[src/pkg/cold_load_defs.svh]
/*
 Timing counts and setting limits of the cold-load / inrush detector.
 Assumes a 20 MHz clock and currents scaled in hundredths of nominal.
*/
`ifndef COLD_LOAD_DEFS_SVH
`define COLD_LOAD_DEFS_SVH
`define CLK_HZ 20000000
`define RISE_WINDOW_MS 80
`define RISE_WINDOW_CYC ((`RISE_WINDOW_MS * (`CLK_HZ / 1000)) - 1)
`define STEP_MS 10
`define STEP_CYC ((`STEP_MS * (`CLK_HZ / 1000)) - 1)
`define IDLE_MIN 16'h0001
`define IDLE_MAX 16'h0032
`define START_MIN 16'h001E
`define START_MAX 16'h03E8
`define MAXT_MIN 16'h0001
`define MAXT_MAX 16'h7530
`define HARM_MAX 8'h63
`endif

[src/pkg/cold_load_pkg.sv]
/*
 Types of the cold-load / inrush detector.
 Assumes magnitudes arrive as 16-bit values in hundredths of nominal current.
*/
package cold_load_pkg;
	typedef enum logic [1:0] {ST_WAIT_IDLE, ST_ARMED, ST_RISING, ST_ACTIVE} det_state_t;
	typedef struct packed {
		logic [15:0] l1;
		logic [15:0] l2;
		logic [15:0] l3;
	} phase_mag_t;
	typedef struct packed {
		logic [7:0] r1;
		logic [7:0] r2;
		logic [7:0] r3;
	} phase_ratio_t;
	typedef struct packed {
		det_state_t state;
		logic [31:0] win_cnt;
		logic [31:0] step_cnt;
		logic [15:0] hold_cnt;
		logic cold_load;
		logic inrush;
		logic inrush_block;
		logic ratio_seen;
	} det_regs_t;
endpackage : cold_load_pkg

[src/hw/cold_load_inrush_detector.sv]
/*
 Cold-load pickup and magnetizing inrush detector, one clock domain.
 Assumes magnitudes and ratios come from logic on clk, with a cycle_done
 strobe from the measurement chain once a full cycle has been analysed.
*/
`timescale 1ns/1ps
`include "cold_load_defs.svh"
module cold_load_inrush_detector #(
	parameter int RISE_WINDOW_CYC = `RISE_WINDOW_CYC,
	parameter int STEP_CYC = `STEP_CYC
) (
	input wire logic clk,
	input wire logic resetn,
	input cold_load_pkg::phase_mag_t phase_mag,
	input cold_load_pkg::phase_ratio_t second_harmonic_ratio,
	input wire logic cycle_done,
	input wire logic [15:0] idle_current_threshold,
	input wire logic [15:0] start_threshold,
	input wire logic [15:0] pickup_threshold,
	input wire logic [15:0] max_time,
	input wire logic [7:0] harmonic_threshold,
	output logic cold_load,
	output logic inrush,
	output logic inrush_block
);
	cold_load_pkg::det_regs_t r_r;
	cold_load_pkg::det_regs_t r_nxt;

	// Settings other than pickup_threshold are pulled to the nearest limit of their range, never refused
	function automatic logic [15:0] clamp16(
		input logic [15:0] v,
		input logic [15:0] lo,
		input logic [15:0] hi
	);
		if (v < lo) begin
			clamp16 = lo;
		end else if (v > hi) begin
			clamp16 = hi;
		end else begin
			clamp16 = v;
		end
	endfunction : clamp16

	// Ratio threshold has only an upper limit
	function automatic logic [7:0] cap8(
		input logic [7:0] v,
		input logic [7:0] hi
	);
		if (v > hi) begin
			cap8 = hi;
		end else begin
			cap8 = v;
		end
	endfunction : cap8

	// Phase picker shared by the per-phase comparators
	function automatic logic [15:0] mag_at(
		input cold_load_pkg::phase_mag_t m,
		input int idx
	);
		case (idx)
			0: mag_at = m.l1;
			1: mag_at = m.l2;
			2: mag_at = m.l3;
			default: mag_at = 16'h0000;
		endcase
	endfunction : mag_at

	function automatic logic [7:0] ratio_at(
		input cold_load_pkg::phase_ratio_t r,
		input int idx
	);
		case (idx)
			0: ratio_at = r.r1;
			1: ratio_at = r.r2;
			2: ratio_at = r.r3;
			default: ratio_at = 8'h00;
		endcase
	endfunction : ratio_at

	logic [15:0] idle_eff;
	logic [15:0] start_eff;
	logic [15:0] maxt_eff;
	logic [7:0] harm_eff;
	logic [2:0] below_idle;
	logic [2:0] above_start;
	logic [2:0] below_pickup;
	logic [2:0] over_harm;
	logic all_idle;
	logic any_start;
	logic any_pickup;
	logic harm_hit;
	logic win_expired;
	logic step_tick;
	logic hold_done;
	logic ratio_due;

	always_comb begin
		idle_eff = clamp16(idle_current_threshold, `IDLE_MIN, `IDLE_MAX);
		start_eff = clamp16(start_threshold, `START_MIN, `START_MAX);
		maxt_eff = clamp16(max_time, `MAXT_MIN, `MAXT_MAX);
		harm_eff = cap8(harmonic_threshold, `HARM_MAX);
	end

	// Same comparators on every phase, every clock
	for (genvar ph = 0; ph < 3; ph++) begin : g_phase
		logic [15:0] mag_ph;
		logic [7:0] ratio_ph;
		assign mag_ph = mag_at(phase_mag, ph);
		assign ratio_ph = ratio_at(second_harmonic_ratio, ph);
		assign below_idle[ph] = mag_ph < idle_eff;
		assign above_start[ph] = mag_ph > start_eff;
		assign below_pickup[ph] = mag_ph < pickup_threshold;
		assign over_harm[ph] = ratio_ph > harm_eff;
	end

	always_comb begin
		all_idle = &below_idle;
		any_start = |above_start;
		// One phase at pickup level keeps cold load on
		any_pickup = !(&below_pickup);
		harm_hit = |over_harm;
		win_expired = r_r.win_cnt >= 32'(RISE_WINDOW_CYC);
		step_tick = r_r.step_cnt >= 32'(STEP_CYC);
		hold_done = r_r.hold_cnt >= maxt_eff;
		// Ratio judged once; later cycles cannot reopen blocking
		ratio_due = cycle_done && !r_r.ratio_seen;
	end

	always_comb begin
		r_nxt = r_r;
		case (r_r.state)
			cold_load_pkg::ST_WAIT_IDLE: begin
				if (all_idle) begin
					r_nxt.state = cold_load_pkg::ST_ARMED;
				end
			end
			cold_load_pkg::ST_ARMED: begin
				// Window restarts on every arming
				r_nxt.win_cnt = '0;
				if (!all_idle) begin
					r_nxt.state = cold_load_pkg::ST_RISING;
				end
			end
			cold_load_pkg::ST_RISING: begin
				r_nxt.win_cnt = r_r.win_cnt + 32'h00000001;
				if (all_idle) begin
					r_nxt.state = cold_load_pkg::ST_ARMED;
				end else if (any_start) begin
					r_nxt.state = cold_load_pkg::ST_ACTIVE;
					r_nxt.cold_load = 1'b1;
					r_nxt.inrush_block = 1'b1;
					r_nxt.inrush = (harm_eff == 8'h00);
					r_nxt.ratio_seen = 1'b0;
					r_nxt.hold_cnt = '0;
					r_nxt.step_cnt = '0;
				end else if (win_expired) begin
					// Slow rise needs a fresh idle spell before arming again
					r_nxt.state = cold_load_pkg::ST_WAIT_IDLE;
				end
			end
			cold_load_pkg::ST_ACTIVE: begin
				// Step tick keeps the hold counter narrow
				if (step_tick) begin
					r_nxt.step_cnt = '0;
					r_nxt.hold_cnt = r_r.hold_cnt + 16'h0001;
				end else begin
					r_nxt.step_cnt = r_r.step_cnt + 32'h00000001;
				end
				if (ratio_due) begin
					r_nxt.ratio_seen = 1'b1;
					if (harm_hit || harm_eff == 8'h00) begin
						r_nxt.inrush = 1'b1;
						r_nxt.inrush_block = 1'b1;
					end else begin
						r_nxt.inrush_block = 1'b0;
					end
				end
				// Either ending returns to idle search so a fresh energisation re-arms
				if (hold_done || !any_pickup) begin
					r_nxt.state = cold_load_pkg::ST_WAIT_IDLE;
					r_nxt.cold_load = 1'b0;
					r_nxt.inrush = 1'b0;
					r_nxt.inrush_block = 1'b0;
				end
			end
			default: begin
				r_nxt.state = cold_load_pkg::ST_WAIT_IDLE;
			end
		endcase
	end

	always_ff @(posedge clk) begin
		if (!resetn) begin
			// Synchronous clear of every state field
			r_r <= '{state: cold_load_pkg::ST_WAIT_IDLE, default: '0};
		end else begin
			r_r <= r_nxt;
		end
	end

	assign cold_load = r_r.cold_load;
	assign inrush = r_r.inrush;
	assign inrush_block = r_r.inrush_block;
endmodule : cold_load_inrush_detector

[config.mk]
export PLATFORM = sky130hd
export DESIGN_NAME = cold_load_inrush_detector
export DESIGN_NICKNAME = d
export VERILOG_FILES = /design/src/pkg/cold_load_pkg.sv /design/src/hw/cold_load_inrush_detector.sv
export VERILOG_INCLUDE_DIRS = /design/src /design/src/pkg
export SDC_FILE = /design/constraint.sdc
export NUM_CORES = 1
export LEC_CHECK = 0
export BUFFER_PORTS_ARGS = -buffer_cell sky130_fd_sc_hd__buf_2
export CORE_MARGIN = 4
export CORE_UTILIZATION = 45
export DETAILED_ROUTE_END_ITERATION = 12
export PLACE_DENSITY = 0.73
export SYNTH_ARGS = -nofsm -noshare
export SYNTH_HDL_FRONTEND = slang
export SYNTH_SLANG_ARGS = --single-unit
[constraint.sdc]
create_clock -name clk -period 4.3 [get_ports clk]
set_input_delay 0.43 -clock clk [delete_from_list [all_inputs] [get_ports clk]]
set_output_delay 0.43 -clock clk [all_outputs]
set_load 0.05 [all_outputs]
==> flow_metrics.env <==
export IMPL_avgRoutedWirePerCell_um=15.1
export IMPL_period_share_pct=94.0
export IMPL_path_max_fanout=9
export IMPL_core_um2=18700
export IMPL_initial_core_util_pct=45.7
export IMPL_syn_area_per_cell_um2=8.02
export IMPL_grt_overflow=0
export IMPL_swShare_pct=32.4
export IMPL_hold_end="r_r[50]"
export IMPL_grt_pass1_wl_mm=39.0
export IMPL_status="finished, final reports clean"
export IMPL_clkTransAtPathRegs_ns=0.07
export IMPL_port_buffers=149
export IMPL_drc=0
export IMPL_r2r_slack_ns=1.22
export IMPL_root_buffer="clkbuf_16"
export IMPL_final_setup_skew_ns=0.0123
export IMPL_clkSinkCount=86
export IMPL_fp_dieW_um=146
export IMPL_nets=1631
export IMPL_startpoint="max_time[1]"
export IMPL_antenna_found_initial=0
export IMPL_worst_slew_pin_slew_ns=0.600
export IMPL_synth_area_um2=8550
export IMPL_ys_ff_latch=86
export IMPL_area_delta_synth_final_pct=21.9
export IMPL_criticalPathCategory="primary input to register"
export IMPL_synth_warnings=0
export IMPL_io_pins=150
export IMPL_power_frac_comb_pct=29.8
export IMPL_crit_path_end_kind="register"
export IMPL_grt_pass1_vias=8501
export IMPL_cap_viol_max_count=0
export IMPL_period_minus_slack_ns=4.04
export IMPL_synth_distinct_cells=73
export IMPL_die_y_um=146
export IMPL_p_switching_mw=0.819
export IMPL_p_per_area_nw_per_um2=243
export IMPL_drive_gt1_share_pct=17.5
export IMPL_final_common_cell="ha_1"
export IMPL_cts_buffer_depth=2
export IMPL_ys_flop_type="dfxtp_1"
export IMPL_start_kind="primary input"
export IMPL_drt_iter0_drc=464
export IMPL_whs_path_depth=2
export IMPL_cts_tree="yes"
export IMPL_max_freq_ghz=0.247
export IMPL_setup_viol=0
export IMPL_synth_edf_count=0
export IMPL_min_delay_start="r_r[50]"
export IMPL_grt_usage_pct=21.4
export IMPL_antenna_cells=0
export IMPL_cts_buffers=9
export IMPL_seq_area_um2=1720
export IMPL_cell_internal_pwr_mw=1.71
export IMPL_min_path_type="register to register"
export IMPL_ys_seq_area_share_pct=20.1
export IMPL_r2r_cells=9
export IMPL_vdd_drop_max_v=0.000229
export IMPL_stdcell_area_um2=10400
export IMPL_p_leak_nw=4.74
export IMPL_fin_setup_tns_ns=0
export IMPL_synthArstFlopShare_pct=0
export IMPL_clk_latency_ns=0.35
export IMPL_crit_required_ns=4.53
export IMPL_rows=50
export IMPL_fill_cells=1729
export IMPL_multi_input_area_um2=6760
export IMPL_arrival_ns=4.27
export IMPL_gp_congestion=0.943
export IMPL_hold_viol=0
export IMPL_rr_startpoint="r_r[84]"
export IMPL_h_tree_depth=3
export IMPL_synth_cells=1066
export IMPL_max_slew_margin_rel_pct=60.0
export IMPL_clkPwrFrac_pct=36.9
export IMPL_vias=8734
export IMPL_placed_cell_area_um2=10000
export IMPL_rsz0062_at_grt="false"
export IMPL_drt_pre_antenna_iters=5
export IMPL_seq_power_share_pct=33.3
export IMPL_layout_common_cells="ha_1 (183), buf_2 (149), nor2_1 (102)"
export IMPL_drv_slew=0
export IMPL_r2r_end="inrush"
export IMPL_ant_nets=0
export IMPL_grt_max_degree=23
export IMPL_drt_total_wl_mm=23.2
export IMPL_vias_per_cell=5.67
export IMPL_dieArea_um2=21300
export IMPL_dpl_hpwl_mm=19.1
==> registers in the layout, indices dropped and copies added, names as in the netlist <==
signal,cells
inrush_block,1
r_r,83
cold_load,1
inrush,1
==> cell families (layout without fill, tap and decap cells) <==
group / Yosys count / after routing / synth area share (%)
flip-flops: 86 / 86 / 20.1
AO/OA/AOI/OAI: 266 / 266 / 20.4
XOR/XNOR: 37 / 37 / 3.79
AND/OR/NAND/NOR: 416 / 416 / 24.9
adder cells (fa/ha/maj): 183 / 183 / 26.8
multiplexers: 4 / 4 / 0.498
buffers and inverters: 73 / 262 / 3.43
other: 1 / 52 / 0.0439
==> synth_stat cells (14+ instances only) <==
master | instances | area, µm²
xor2_1 | 27 | 236
or4_1 | 17 | 128
dfxtp_1 | 86 | 1720
nand3_1 | 54 | 270
o21ai_0 | 42 | 210
ha_1 | 183 | 2290
nor2_1 | 104 | 390
a21o_1 | 20 | 150
and3_1 | 19 | 119
o211ai_1 | 14 | 105
o21a_1 | 18 | 135
nor4_1 | 22 | 138
or3_1 | 18 | 113
clkbuf_1 | 15 | 56.3
nand2_1 | 74 | 278
nor3_1 | 20 | 100
inv_1 | 51 | 191
a21oi_1 | 81 | 405
nand4_1 | 44 | 275
==> worst max-delay path by stage <==
| stage | endpoint | slack [ns] | depth (start not counted) |
|---|---|---|---|
| final | inrush | 0.26 | 21 |
| after global routing | inrush | 0.002 | 21 |
| after CTS | inrush | 0.13 | 20 |
| after detailed placement | inrush | -0.19 | 20 |
| after global placement | inrush | -0.13 | 20 |
| after floorplan | inrush | 0.06 | 18 |
==> power groups by stage <==
| stage | sequential [mW] | clock (mW) | combinational, mW |
|---|---|---|---|
| 2_1_floorplan | 0.869 | 0 | 0.454 |
| 3_3_place_gp | 0.859 | 0 | 0.724 |
| 3_5_place_dp | 0.859 | 0 | 0.740 |
| 4_1_cts | 0.841 | 0.949 | 0.745 |
| 5_1_grt | 0.843 | 0.986 | 0.854 |
| 6_report | 0.842 | 0.933 | 0.754 |
==> critical path, cell delays in order <==
cell and delay (ns):
buf_2 0.11, nor3_2 0.19, nand2b_1 0.08, a311o_1 0.35, a21o_1 0.17, a21o_1 0.17
a41oi_1 0.19, buf_4 0.17, nand2_1 0.05, o21ai_0 0.08, ha_1 0.25, nand2b_1 0.15
a2111oi_2 0.34, nand4b_1 0.17, a211o_1 0.14, or4b_2 0.59, a21oi_1 0.14, buf_4 0.15
nand2b_1 0.07, a21o_1 0.18, o311a_1 0.11
==> final cells by class <==
type                            instances  share of cell area, %
Clock buffer                            9                   2.16
Clock inverter                          7                   1.21
Inverter                               52                   1.87
Multi-Input combinational cell        958                   64.9
Sequential cell                        86                   16.5
Tap cell                              234                   2.81
Timing Repair Buffer                  194                   10.5
==> routing by layer <==
layer  GRT usage [%]  routed length [µm]  up-vias
met3            4.27                1320       34
met4            5.32                 443        0
met2            36.5               10700      220
li1                -                   -     4469
met1            27.8               10700     4011
met5               0                   0        -
==> per-stage QoR <==
| step | worst slack [ns] | power, mW | hold slack, ns | instances | util (%) |
|---|---|---|---|---|---|
| after CTS | 0.133 | 2.54 | 0.471 | 1539 | 55.5 |
| final | 0.258 | 2.53 | 0.476 | 1540 | 55.7 |
| after detailed placement | -0.188 | 1.60 | 0.460 | 1523 | 53.6 |
| after global placement | -0.134 | 1.58 | 0.458 | 1523 | 53.6 |
| after global routing | 0.00204 | 2.68 | 0.495 | 1540 | 55.7 |
| after floorplan | 0.0582 | 1.32 | 0.441 | 1117 | - |
==> timing repair <==
item / 4_1_cts / 5_1_grt
hold buffers: 0 / 0
resized for setup: 0 / 8
setup endpoints to repair: 0 / 52
buffers inserted: 0 / 1
Note: power is estimated with default switching activity, not from simulation.
